## src/pkg/circ_addr_pkg.sv

```systemverilog
// Constants and types for the circular-buffer address correction block.
// Shared by the correction top and its per-generator corrector.
package circ_addr_pkg;
    // Register byte offsets on the plain register port
    localparam logic [7:0] OFF_CONTROL = 8'h00;
    localparam logic [7:0] OFF_X_START = 8'h04;
    localparam logic [7:0] OFF_X_END = 8'h08;
    localparam logic [7:0] OFF_Y_START = 8'h0C;
    localparam logic [7:0] OFF_Y_END = 8'h10;
    localparam logic [7:0] OFF_BITREV = 8'h14;
    localparam logic [7:0] OFF_STATUS = 8'h18;

    // Field positions of circular_addr_control, plus the enable bit of bitrev_control
    localparam int X_SEL_LSB = 0;
    localparam int Y_SEL_LSB = 4;
    localparam int BR_SEL_LSB = 8;
    localparam int Y_EN_BIT = 14;
    localparam int X_EN_BIT = 15;
    localparam int BITREV_EN_BIT = 15;

    // Register writable masks (unused bits read as zero)
    localparam logic [15:0] CONTROL_MASK = 16'hCFFF;
    localparam logic [15:0] BITREV_MASK = 16'h8000;

    // Reset values
    localparam logic [15:0] CONTROL_RESET = 16'h0000;
    localparam logic [15:0] BOUND_RESET = 16'h0000;
    localparam logic [15:0] BITREV_RESET = 16'h0000;
    localparam logic [2:0] STATUS_RESET = 3'h0;

    // Pointer selector value that disables a space
    localparam logic [3:0] SEL_NONE = 4'hF;

    // Generator indices
    localparam int GEN_XR = 0;
    localparam int GEN_XW = 1;
    localparam int GEN_Y = 2;
    localparam int NUM_GEN = 3;

    typedef enum logic [1:0] {
        AM_PLAIN,
        AM_PRE_MOD,
        AM_POST_MOD,
        AM_REG_OFFSET
    } addr_mode_t;
endpackage

```

## src/rtl/circ_corrector.sv

```systemverilog
// Combinational boundary check and correction for one address generator.
// Assumes bounds are stable while an address is presented.
`timescale 1ns/1ps
module circ_corrector (
    input wire logic active_in,
    input wire logic dec_in,
    input wire logic word_in,
    input wire logic [15:0] addr_in,
    input wire logic [15:0] start_in,
    input wire logic [15:0] end_in,
    output logic [15:0] addr_out,
    output logic hit_out
);
    import circ_addr_pkg::*;

    logic [16:0] len;
    logic pow2;
    logic above;
    logic below;
    logic [16:0] sum;

    always_comb begin
        // Length comes from the bounds alone
        len = {1'b0, end_in} - {1'b0, start_in} + 17'h0_0001;
        pow2 = ((len & (len - 17'h0_0001)) == 17'h0_0000);
        // Magnitude compares, so jumps past a bound still correct
        above = (addr_in > end_in);
        below = (addr_in < start_in);
        hit_out = 1'b0;
        sum = {1'b0, addr_in};
        if (active_in) begin
            // Power-of-two buffers check both bounds
            if (above && (!dec_in || pow2)) begin
                // Other lengths: incrementing corrects at the upper bound only
                hit_out = 1'b1;
                sum = {1'b0, addr_in} - len;
            end else if (below && (dec_in || pow2)) begin
                hit_out = 1'b1;
                sum = {1'b0, addr_in} + len;
            end
        end
        addr_out = sum[15:0];
        // Word-only generator clears bit 0 while its correction is active
        if (word_in && active_in) begin
            addr_out[0] = 1'b0;
        end
    end
endmodule

```

## src/rtl/circ_addr_correct.sv

```systemverilog
// Circular-buffer correction of X read, X write and Y effective addresses.
// Assumes the datapath presents one address per generator per cycle on
// clk_sys_in and takes the corrected address one cycle later.
// Register writes to unmapped offsets are dropped; unmapped reads give zero.
// Behaviour
// - One circular buffer in X space (also program space) and one in Y.
// - Offset sign picks incrementing or decrementing treatment.
// - Power-of-two length buffers are checked at both bounds.
// - Each space has 16-bit start and end byte-address bound registers.
// - Y generator assumes word data and clears address bit 0 when Y correction is active.
// - Length is end minus start plus one, up to 32K words.
// - X active when enable bit 15 set and select bits 3:0 not 15.
// - Y active when enable bit 14 set and select bits 7:4 not 15.
// - X read and write share bounds and pointer select.
// - Bound checks are magnitude compares, not equality.
// - Only pre or post modified addressing is corrected.
// - Other lengths: incrementing fixes upper bound only; decrementing lower only.
// - Bit-reversal wins over circular in X write; X read unaffected.
//
// Design decisions made here: the register offsets and the address-and-strobe port.
`timescale 1ns/1ps
module circ_addr_correct (
    // Clock, reset and register port
    input wire logic clk_sys_in,
    input wire logic rst_in,
    input wire logic [7:0] reg_addr_in,
    input wire logic [15:0] reg_wdata_in,
    input wire logic reg_wr_in,
    input wire logic reg_rd_in,
    output logic [15:0] reg_rdata_out,
    // X read generator
    input wire logic xr_valid_in,
    input wire logic [3:0] xr_ptr_in,
    input wire circ_addr_pkg::addr_mode_t xr_mode_in,
    input wire logic xr_dec_in,
    input wire logic [15:0] xr_addr_in,
    output logic xr_valid_out,
    output logic [15:0] xr_addr_out,
    output logic xr_corrected_out,
    // X write generator
    input wire logic xw_valid_in,
    input wire logic [3:0] xw_ptr_in,
    input wire circ_addr_pkg::addr_mode_t xw_mode_in,
    input wire logic xw_dec_in,
    input wire logic [15:0] xw_addr_in,
    output logic xw_valid_out,
    output logic [15:0] xw_addr_out,
    output logic xw_corrected_out,
    output logic xw_bitrev_out,
    // Y generator
    input wire logic y_valid_in,
    input wire logic [3:0] y_ptr_in,
    input wire circ_addr_pkg::addr_mode_t y_mode_in,
    input wire logic y_dec_in,
    input wire logic [15:0] y_addr_in,
    output logic y_valid_out,
    output logic [15:0] y_addr_out,
    output logic y_corrected_out
);
    import circ_addr_pkg::*;

    // Register file
    logic [15:0] circular_addr_control;
    logic [15:0] x_buffer_start_bound;
    logic [15:0] x_buffer_end_bound;
    logic [15:0] y_buffer_start_bound;
    logic [15:0] y_buffer_end_bound;
    logic [15:0] bitrev_control;
    logic [2:0] corr_seen;
    logic [15:0] next_circular_addr_control;
    logic [15:0] next_x_buffer_start_bound;
    logic [15:0] next_x_buffer_end_bound;
    logic [15:0] next_y_buffer_start_bound;
    logic [15:0] next_y_buffer_end_bound;
    logic [15:0] next_bitrev_control;
    logic [2:0] next_corr_seen;
    logic [15:0] next_reg_rdata;

    // Control fields
    logic [3:0] x_pointer_select;
    logic [3:0] y_pointer_select;
    logic [3:0] bitrev_pointer_select;
    logic x_circular_enable;
    logic y_circular_enable;
    logic x_space_on;
    logic y_space_on;
    logic bitrev_active;
    logic bitrev_enable;
    logic bitrev_select_ok;
    logic bitrev_mode_ok;
    logic bitrev_ptr_hit;
    logic wr_status;

    // Per-generator views
    logic [NUM_GEN-1:0] g_valid;
    logic [NUM_GEN-1:0] g_dec;
    logic [NUM_GEN-1:0] g_active;
    logic [NUM_GEN-1:0] g_hit;
    logic [3:0] g_ptr [NUM_GEN];
    addr_mode_t g_mode [NUM_GEN];
    logic [15:0] g_addr [NUM_GEN];
    logic [15:0] g_fixed [NUM_GEN];

    // Output stage
    logic [NUM_GEN-1:0] out_valid;
    logic [NUM_GEN-1:0] out_hit;
    logic [15:0] out_addr [NUM_GEN];
    logic out_bitrev;
    logic [NUM_GEN-1:0] next_out_valid;
    logic [NUM_GEN-1:0] next_out_hit;
    logic [15:0] next_out_addr [NUM_GEN];
    logic next_out_bitrev;

    assign x_pointer_select = circular_addr_control[X_SEL_LSB +: 4];
    assign y_pointer_select = circular_addr_control[Y_SEL_LSB +: 4];
    assign bitrev_pointer_select = circular_addr_control[BR_SEL_LSB +: 4];
    assign x_circular_enable = circular_addr_control[X_EN_BIT];
    assign y_circular_enable = circular_addr_control[Y_EN_BIT];

    // One enable and one selector for the X read and write side
    assign x_space_on = x_circular_enable && (x_pointer_select != SEL_NONE);
    assign y_space_on = y_circular_enable && (y_pointer_select != SEL_NONE);

    // Bit-reversal only acts on post-increment writes
    assign bitrev_enable = bitrev_control[BITREV_EN_BIT];
    assign bitrev_select_ok = (bitrev_pointer_select != SEL_NONE);
    assign bitrev_mode_ok = (xw_mode_in == AM_POST_MOD) && !xw_dec_in;
    assign bitrev_ptr_hit = (xw_ptr_in == bitrev_pointer_select);
    assign bitrev_active = bitrev_enable && bitrev_select_ok && bitrev_mode_ok && bitrev_ptr_hit;

    // Indexed views so the per-generator logic is one loop
    assign g_valid = {y_valid_in, xw_valid_in, xr_valid_in};
    assign g_dec = {y_dec_in, xw_dec_in, xr_dec_in};
    assign g_ptr[GEN_XR] = xr_ptr_in;
    assign g_ptr[GEN_XW] = xw_ptr_in;
    assign g_ptr[GEN_Y] = y_ptr_in;
    assign g_mode[GEN_XR] = xr_mode_in;
    assign g_mode[GEN_XW] = xw_mode_in;
    assign g_mode[GEN_Y] = y_mode_in;
    assign g_addr[GEN_XR] = xr_addr_in;
    assign g_addr[GEN_XW] = xw_addr_in;
    assign g_addr[GEN_Y] = y_addr_in;

    genvar gi;
    generate
        for (gi = 0; gi < NUM_GEN; gi++) begin : gen_corr
            // X read and X write share the X bounds; Y has its own
            localparam bit IS_Y = (gi == GEN_Y);
            localparam bit IS_XW = (gi == GEN_XW);
            logic sel_ok;
            logic mode_ok;
            assign sel_ok = IS_Y ? (y_space_on && (g_ptr[gi] == y_pointer_select))
                : (x_space_on && (g_ptr[gi] == x_pointer_select));
            // Indexed addressing passes through
            assign mode_ok = (g_mode[gi] == AM_PRE_MOD) || (g_mode[gi] == AM_POST_MOD);
            // Bit-reversal overrides circular only on the X write side
            assign g_active[gi] = g_valid[gi] && sel_ok && mode_ok && !(IS_XW && bitrev_active);
            circ_corrector u_corr (
                .active_in(g_active[gi]),
                .dec_in(g_dec[gi]),
                .word_in(IS_Y),
                .addr_in(g_addr[gi]),
                .start_in(IS_Y ? y_buffer_start_bound : x_buffer_start_bound),
                .end_in(IS_Y ? y_buffer_end_bound : x_buffer_end_bound),
                .addr_out(g_fixed[gi]),
                .hit_out(g_hit[gi])
            );
        end
    endgenerate

    // Configuration registers; unmapped writes change nothing
    always_comb begin
        next_circular_addr_control = circular_addr_control;
        next_x_buffer_start_bound = x_buffer_start_bound;
        next_x_buffer_end_bound = x_buffer_end_bound;
        next_y_buffer_start_bound = y_buffer_start_bound;
        next_y_buffer_end_bound = y_buffer_end_bound;
        next_bitrev_control = bitrev_control;
        if (reg_wr_in) begin
            unique case (reg_addr_in)
                OFF_CONTROL: next_circular_addr_control = reg_wdata_in & CONTROL_MASK;
                // Bounds are full 16-bit byte addresses
                OFF_X_START: next_x_buffer_start_bound = reg_wdata_in;
                OFF_X_END: next_x_buffer_end_bound = reg_wdata_in;
                OFF_Y_START: next_y_buffer_start_bound = reg_wdata_in;
                OFF_Y_END: next_y_buffer_end_bound = reg_wdata_in;
                OFF_BITREV: next_bitrev_control = reg_wdata_in & BITREV_MASK;
                default: next_bitrev_control = bitrev_control;
            endcase
        end
    end

    always_ff @(posedge clk_sys_in or posedge rst_in) begin
        if (rst_in) begin
            circular_addr_control <= CONTROL_RESET;
            x_buffer_start_bound <= BOUND_RESET;
            x_buffer_end_bound <= BOUND_RESET;
            y_buffer_start_bound <= BOUND_RESET;
            y_buffer_end_bound <= BOUND_RESET;
            bitrev_control <= BITREV_RESET;
        end else begin
            circular_addr_control <= next_circular_addr_control;
            x_buffer_start_bound <= next_x_buffer_start_bound;
            x_buffer_end_bound <= next_x_buffer_end_bound;
            y_buffer_start_bound <= next_y_buffer_start_bound;
            y_buffer_end_bound <= next_y_buffer_end_bound;
            bitrev_control <= next_bitrev_control;
        end
    end

    // Sticky correction flags, one per generator, write one to clear
    assign wr_status = reg_wr_in && (reg_addr_in == OFF_STATUS);

    always_comb begin
        next_corr_seen = corr_seen;
        if (wr_status) begin
            next_corr_seen = corr_seen & ~reg_wdata_in[2:0];
        end
        // Set wins: a correction in the clearing cycle is kept
        next_corr_seen = next_corr_seen | g_hit;
    end

    always_ff @(posedge clk_sys_in or posedge rst_in) begin
        if (rst_in) begin
            corr_seen <= STATUS_RESET;
        end else begin
            corr_seen <= next_corr_seen;
        end
    end

    // Read data stands for one cycle only, zero otherwise
    always_comb begin
        next_reg_rdata = 16'h0000;
        if (reg_rd_in) begin
            unique case (reg_addr_in)
                OFF_CONTROL: next_reg_rdata = circular_addr_control;
                OFF_X_START: next_reg_rdata = x_buffer_start_bound;
                OFF_X_END: next_reg_rdata = x_buffer_end_bound;
                OFF_Y_START: next_reg_rdata = y_buffer_start_bound;
                OFF_Y_END: next_reg_rdata = y_buffer_end_bound;
                OFF_BITREV: next_reg_rdata = bitrev_control;
                OFF_STATUS: next_reg_rdata = {13'h0000, corr_seen};
                default: next_reg_rdata = 16'h0000;
            endcase
        end
    end

    always_ff @(posedge clk_sys_in or posedge rst_in) begin
        if (rst_in) begin
            reg_rdata_out <= 16'h0000;
        end else begin
            reg_rdata_out <= next_reg_rdata;
        end
    end

    // Strobes stand for one cycle per request
    always_comb begin
        next_out_valid = g_valid;
        next_out_hit = g_hit;
        next_out_bitrev = xw_valid_in && bitrev_active;
    end

    always_ff @(posedge clk_sys_in or posedge rst_in) begin
        if (rst_in) begin
            out_valid <= 3'h0;
            out_hit <= 3'h0;
            out_bitrev <= 1'b0;
        end else begin
            out_valid <= next_out_valid;
            out_hit <= next_out_hit;
            out_bitrev <= next_out_bitrev;
        end
    end

    // Idle generators hold their last address
    always_comb begin
        for (int i = 0; i < NUM_GEN; i++) begin
            next_out_addr[i] = g_valid[i] ? g_fixed[i] : out_addr[i];
        end
    end

    always_ff @(posedge clk_sys_in or posedge rst_in) begin
        if (rst_in) begin
            for (int i = 0; i < NUM_GEN; i++) begin
                out_addr[i] <= 16'h0000;
            end
        end else begin
            for (int i = 0; i < NUM_GEN; i++) begin
                out_addr[i] <= next_out_addr[i];
            end
        end
    end

    assign xr_valid_out = out_valid[GEN_XR];
    assign xr_addr_out = out_addr[GEN_XR];
    assign xr_corrected_out = out_hit[GEN_XR];
    assign xw_valid_out = out_valid[GEN_XW];
    assign xw_addr_out = out_addr[GEN_XW];
    assign xw_corrected_out = out_hit[GEN_XW];
    assign xw_bitrev_out = out_bitrev;
    assign y_valid_out = out_valid[GEN_Y];
    assign y_addr_out = out_addr[GEN_Y];
    assign y_corrected_out = out_hit[GEN_Y];
endmodule

```

## config.mk

```make
export PLATFORM = sky130hd
export DESIGN_NAME = circ_addr_correct
export DESIGN_NICKNAME = d
export VERILOG_FILES = /design/src/pkg/circ_addr_pkg.sv /design/src/rtl/circ_corrector.sv /design/src/rtl/circ_addr_correct.sv
export SDC_FILE = /design/constraint.sdc
export NUM_CORES = 1
export LEC_CHECK = 0
export ABC_AREA = 0
export BUFFER_PORTS_ARGS = -buffer_cell sky130_fd_sc_hd__buf_4
export CAP_MARGIN = 20
export CORE_MARGIN = 3
export CORE_UTILIZATION = 56
export CTS_BUF_LIST = sky130_fd_sc_hd__clkbuf_16
export CTS_CLUSTER_SIZE = 30
export DETAILED_ROUTE_END_ITERATION = 6
export PLACE_DENSITY = 0.76
export SETUP_SLACK_MARGIN = 0.02
export SYNTH_ARGS = -nofsm -noshare
export SYNTH_HDL_FRONTEND = slang
export SYNTH_SLANG_ARGS = --single-unit
```

## constraint.sdc

```tcl
create_clock -name clk_sys_in -period 12.8 [get_ports clk_sys_in]
set_input_delay 0.64 -clock clk_sys_in [delete_from_list [all_inputs] [get_ports clk_sys_in]]
set_output_delay 0.64 -clock clk_sys_in [all_outputs]
set_load 0.02 [all_outputs]
```

# == Yosys cells after proc, flatten, opt, wreduce, memory -nomap -nowiden ==
# Index checks and enable logic that the tools add are counted.
# classes
n_addsub,12
order_cmp,6
eq_ne,19
n_mux,22
bitwise_logic,5
reduce_logical,46
# op_table
op,n
$mux W16,10
$pmux W16 S7,1
$add A16 B16 Y16,3
$gt A16 B16 Y1,3
$lt A16 B16 Y1,3
$sub A16 B16 Y16,3
$add A17 B1 Y17 const B,2
$and A17 B17 Y17,2
$logic_not A17 Y1,2
$sub A16 B16 Y17,2
$sub A17 B1 Y17 const B,2
$eq A8 B5 Y1 const B,3
$logic_and A1 B1 Y1,24
$eq A4 B4 Y1,4
$eq A8 B4 Y1 const B,2
$ne A4 B4 Y1 const B,3
$reduce_and A2 Y1,6
$mux W1,10
$logic_or A1 B1 Y1,9
$eq A8 B3 Y1 const B,1
$logic_not A8 Y1,1
$eq A2 B1 Y1 const B,3
$eq A2 B2 Y1 const B,3
$logic_not A1 Y1,4
4 further kinds,4
# word_totals
reg_bits,153
elab_cells,124

# == Logic depth before layout (Yosys ltp) ==
# depth
word_depth,11
ltp_mapped,22
ltp_nobuf,22

# == Modules after synthesis ==
# A second synthesis with hierarchy kept.
# hier_totals
cells_unflattened,1945
area_unflattened_um2,17591.9
# by_module_without_submodules
mod,n_inst,cells_each,area_per_inst_um2,seq_area_each_um2
circ_addr_correct,1,440,6424.9,3828.7
circ_corrector (gen_corr[1].u_corr),1,526,3839.9,0.0
circ_corrector (gen_corr[2].u_corr),1,489,3713.6,0.0
circ_corrector (gen_corr[0].u_corr),1,490,3613.5,0.0

# == Least setup slack after synthesis ==
# No wires, ideal clock.
# synth_timing
path_type,flip-flop to flip-flop
from,register y_buffer_end_bound[1]
to,register out_addr (netlist bit y_addr_out[7])
setup_time_ps,126
arrival_ps,4401
required_time_ps,12674
setup_slack_ps,8273
path_stages_with_launch,19
n_path_buf,1
period_less_slack_ps,4527
path_cell_list,dfrtp_1 inv_1 ha_1 inv_1 ha_1 inv_1 fa_1 inv_1 or4_1 a2111o_1 a2111oi_2 a31o_1 a31oi_1 o31a_1 o21a_1 buf_6 a221o_1 a211oi_1 nor3_1
# synth_via
elab_chain_len,10
# synth_lines
element,line_no,rtl
"start, declared",circ_addr_correct.sv:67,logic [15:0] y_buffer_end_bound;
"start signal, assigned",circ_addr_correct.sv:206,y_buffer_end_bound <= next_y_buffer_end_bound;
$sub A16 B16 Y17,circ_corrector.sv:24,"len = {1'b0, end_in} - {1'b0, start_in} + 17'h0_0001;"
$add A17 B1 Y17,circ_corrector.sv:24,
$sub A17 B1 Y17,circ_corrector.sv:25,pow2 = ((len & (len - 17'h0_0001)) == 17'h0_0000);
$and A17 B17 Y17,circ_corrector.sv:25,
$logic_not A17 Y1,circ_corrector.sv:25,
$logic_or A1 B1 Y1,circ_corrector.sv:37,end else if (below && (dec_in || pow2)) begin
$logic_and A1 B1 Y1,circ_corrector.sv:37,
$mux W16,circ_corrector.sv:37,
$mux W16 *,circ_corrector.sv:33,if (above && (!dec_in || pow2)) begin
$mux W16 *,circ_corrector.sv:31,if (active_in) begin
"end signal, assigned by index",circ_addr_correct.sv:289,out_addr[i] <= next_out_addr[i];
"end, declared",circ_addr_correct.sv:107,logic [15:0] out_addr [NUM_GEN];
# Mark *: on every way between the ends. The rest lies on a longest branch, timed or not.
# A chain may end at the register's enable or synchronous reset.

# == Worst setup path in the final report ==
# layout_timing
from,register x_buffer_start_bound[5]
to,register out_addr (netlist bit xw_addr_out[0])
# layout_via
elab_chain_len,10
# layout_lines
element,line_no,rtl
"start, declared",circ_addr_correct.sv:64,logic [15:0] x_buffer_start_bound;
"start signal, assigned",circ_addr_correct.sv:203,x_buffer_start_bound <= next_x_buffer_start_bound;
$sub A16 B16 Y17,circ_corrector.sv:24,
$add A17 B1 Y17,circ_corrector.sv:24,
$sub A17 B1 Y17,circ_corrector.sv:25,
$and A17 B17 Y17,circ_corrector.sv:25,
$logic_not A17 Y1,circ_corrector.sv:25,
$logic_or A1 B1 Y1,circ_corrector.sv:37,
$logic_and A1 B1 Y1,circ_corrector.sv:37,
$mux W16,circ_corrector.sv:37,
$mux W16 *,circ_corrector.sv:33,
$mux W16 *,circ_corrector.sv:31,
# Marks and branches as above.

==> run summary <==
Buffers added to address setup during post-CTS repair amount to 0. The global-route wire length before repair came out at 85,400 microns. The post-detailed-route DRC marker count is 0. The endpoint identified for the worst register-to-register timing path is xw_addr_out[0]. In this run the power spent charging and discharging nets is 1.26 mW.

The flow ran to the end, and the final reports show no timing, DRC or antenna violations. The highest attainable clock frequency is 0.176 GHz. For the pin with the worst max-slew slack, the measured transition is 1.07 ns. The number of different library cells used by synthesis comes to 105.

The core region is 28,200 sq um. The cts-stage hold buffer count came out at 0. The worst pin sits at a relative slew slack of 28.0%. Across all hold checks on the routed design, the worst slack comes to 0.322 ns. The clock arrives with 0.0287 ns of skew. The final layout contains routed wiring with a total length of 54,900 microns. The number of optimization iterations in the first detailed-route pass is 6. STA classifies the critical path startpoint as a flip-flop. The number of max-slew violations in the final report came to 0. The detailed route wirelength on metal2 is 25,900 microns. For this block, wires on met1 add up to 22,400 microns.

The largest voltage drop on the vdd net is 99.3 uV. The final total power came out at 2.64 mW. The synthesis-to-finish area growth is 13.7%. Traced cell by cell, the critical path runs through inv_1, ha_1, ha_1, and3_4, a221oi_1, xor2_1, inv_1, maj3_1, o22ai_1, a31oi_1, a21o_2, o21ai_1, and2_1, o21a_2, mux2i_1, mux2_2. The combinational group share of total power came out at 59.1%. The average wire per cell in the routed design is 23.0 microns.

TritonCTS built the clock tree. The static leakage came out at 8.55 nW. The critical path is of the reg -> reg type. The arrival time of the worst setup path is 6.00 ns. The pre-CTS setup slack is 7.31 ns.

The worst path required time came out at 13.12 ns. The mean instance size in the synthesized netlist came out at 8.76 sq um. The tree is rooted in a sky130_fd_sc_hd__clkbuf_16. The clock network latency to the later pin of the worst-skew pair is 0.45 ns. The number of buffers inserted during clock tree synthesis came out at 17. The final estimated routing congestion in global placement came out at 0.973.

The final-report hold violation count was 0. The largest individual stage delay along the critical path comes from the cell sky130_fd_sc_hd__xor2_1. For this run, the share of the core covered by cells in the final layout is 65.7%. The clock sink count came out at 153. The detailed-placement wirelength estimate is 43,300 microns. The number of placed I/O pins is 171. The worst flop-to-flop path startpoint is x_buffer_start_bound[5].

The count of cells along the worst register-to-register path is 16. The H-tree depth is 4. The minimum clock period after layout is 5.67 ns. The number of antenna violations at the first check in global routing is 0. The routed length on met3 is 4160 microns.

The count of buffers inserted at the top-level ports came out at 170. The global router's overall resource usage came out at 34.5%. The DRC marker count from the first detailed-route iteration is 1,633. The flop and latch count out of synthesis came out at 153. The tool flagged a number of max-cap violations equal to 0. The setup check on the worst reg-to-reg path leaves a slack of 7.13 ns. For this block, the via count after detailed routing is 16,100. The number of nets with antenna violations after routing came out at 0. The number of cells upsized or downsized after cts came out at 0. The portion of total power attributed to sequential cells is 20.3%.

The ratio of final minimum period to clock period is 44.3%. The top metal layer carrying routed signals is met4. The relative contribution of the clock network to total power is 20.6%. Using the TritonRoute via totals, the vias-per-cell ratio works out to 6.72. The number of nets at the end of the flow is 2,357. Row generation in the floorplan step produced 61 rows. The most used flip-flop cell after synthesis is sky130_fd_sc_hd__dfrtp_1. Leaving out fill and tap cells, the most frequent cells in the layout are 247 x sky130_fd_sc_hd__ha_1, 182 x sky130_fd_sc_hd__buf_4, 178 x sky130_fd_sc_hd__inv_1.

The internal power contribution is 1.39 mW. The initial standard-cell utilization of the core is 57.8%. The area of the mapped netlist came out at 16,300 sq um. The chip height came out at 177 microns. The final count of negative-setup-slack endpoints is 0. The number of global-route vias before repair is 15,500. The synthesis warning total is 0.

The path class of the tightest hold or removal check is in -> async. The fraction of layout instances using a drive strength above 1 came out at 17.4%. The synthesized design contains 0 enable-type register cells. The fraction of the yosys area taken by sequential cells is 23.5%. Synthesis produced a netlist with a net count of 2,218. The floorplan step defined a die boundary enclosing 31,200 sq um. The share of synthesized flip-flops with an asynchronous set or reset is 100%. The final worst setup slack came out at 7.13 ns.

The cell count after synthesis came out at 1,863. Summed over all failing endpoints, the final setup total negative slack is 0 ns. The clock slew seen by the registers of the worst setup and hold paths is 0.10 ns. STA classifies the critical path endpoint as a flip-flop. The cell area power density came out at 142 nW/um^2. The horizontal die dimension is 177 microns. The library cell used most frequently in the layout, excluding fill and tap cells, is sky130_fd_sc_hd__ha_1.

The maximum clock path buffer count came out at 2. The total congestion overflow is 0. Entering global routing, the biggest net connects 82 pins. The worst stage delay on the critical path came out at 0.73 ns.

The switching power share of the total came out at 47.5%. Setup repair after global routing left no endpoint under its margin. The total inserted antenna cells came out at 0.

The highest fanout seen on the critical path is 15.
[layer usage]
metal	GRT usage, %	vias up
met2	58.0	827
met5	0	-
met1	44.6	7721
met3	4.50	165
li1	-	7379
met4	15.2	0
[how the worst max path moves through the flow]
stage | from | to | slack, ns | depth (start not counted)
2_1_floorplan | rst_in | bitrev_control[15] | 8.04 | 1
6_report | x_buffer_start_bound[5] | xw_addr_out[0] | 7.13 | 16
5_1_grt | x_buffer_start_bound[5] | xw_addr_out[3] | 6.91 | 16
3_3_place_gp | x_buffer_start_bound[5] | xw_addr_out[0] | 7.41 | 16
4_1_cts | x_buffer_start_bound[5] | xw_addr_out[0] | 7.28 | 16
3_5_place_dp | x_buffer_start_bound[5] | xw_addr_out[0] | 7.31 | 16
[registers in the layout, indices dropped and copies added, names as in the netlist]
name                   flops
bitrev_control             1
circular_addr_control     14
corr_seen                  3
out_hit                    3
out_valid                  3
reg_rdata_out             16
x_buffer_end_bound        16
x_buffer_start_bound      16
xr_addr_out               16
xw_addr_out               16
xw_bitrev_out              1
y_addr_out                16
y_buffer_end_bound        16
y_buffer_start_bound      16
[critical path: cells and delay by family (launching register included)]
kind	cells	cell delay, ns
muxes	2	0.42
buffers and inverters	2	0.39
AOI/OAI and AO/OA	6	1.73
adders and majority gates	3	1.09
and+or+nand+nor	2	0.78
DFF	1	0.40
xor gates and xnor gates	1	0.73
[through the flow]
stage | instance area [sq um] | std cells
detailed placement | 17900 | 2359
CTS | 18500 | 2391
floorplan | 16300 | 1863
global route | 18600 | 2393
finish | 18600 | 2393
global placement | 17900 | 2359
[cell usage after synthesis, types with 22 or more instances]
cell	n	share of area, %
sky130_fd_sc_hd__ha_1	247	19
sky130_fd_sc_hd__inv_1	179	4.1
sky130_fd_sc_hd__dfrtp_1	153	23
sky130_fd_sc_hd__a21oi_1	124	3.8
sky130_fd_sc_hd__nor2_1	102	2.3
sky130_fd_sc_hd__nand2_1	89	2.0
sky130_fd_sc_hd__mux2_2	83	5.7
sky130_fd_sc_hd__o21ai_0	61	1.9
sky130_fd_sc_hd__nor3_1	53	1.6
sky130_fd_sc_hd__clkbuf_1	50	1.1
sky130_fd_sc_hd__nand3_1	41	1.3
sky130_fd_sc_hd__a21o_1	38	1.7
sky130_fd_sc_hd__a22oi_1	35	1.6
sky130_fd_sc_hd__a221o_1	31	1.9
sky130_fd_sc_hd__o21a_1	31	1.4
sky130_fd_sc_hd__xnor2_1	29	1.6
sky130_fd_sc_hd__o22ai_1	28	1.1
sky130_fd_sc_hd__o221ai_1	26	1.4
sky130_fd_sc_hd__a211oi_1	22	1.0
sky130_fd_sc_hd__o211ai_1	22	1.0
[cell families (layout without fill, tap and decap cells)]
| family | count (synthesis) | in the layout | synth area share (%) |
|---|---|---|---|
| and+or+nand+nor | 454 | 454 | 14.5 |
| xor gates and xnor gates | 41 | 41 | 2.25 |
| adders and majority gates | 258 | 258 | 20.1 |
| DFF | 153 | 153 | 23.5 |
| AOI/OAI and AO/OA | 625 | 625 | 27.8 |
| buffers and inverters | 244 | 396 | 5.84 |
| muxes | 88 | 88 | 6.03 |
[area by class of cell]
class / count / area (sq um)
fill: 2391 / 9680
sequential: 153 / 3830
inverter: 180 / 681
multi-input combinational: 1466 / 11600
clock inverter: 15 / 198
tap: 378 / 473
clock buffer: 17 / 425
timing repair buffer: 184 / 1390
[power groups by stage]
stage | clock [mW] | sequential [mW] | combinational (mW)
floorplan | 0 | 0.556 | 1.10
global placement | 0 | 0.543 | 1.49
detailed placement | 0 | 0.545 | 1.51
CTS | 0.548 | 0.536 | 1.52
global route | 0.568 | 0.539 | 1.70
finish | 0.545 | 0.536 | 1.56
Note: power is estimated with default switching activity, not from simulation.
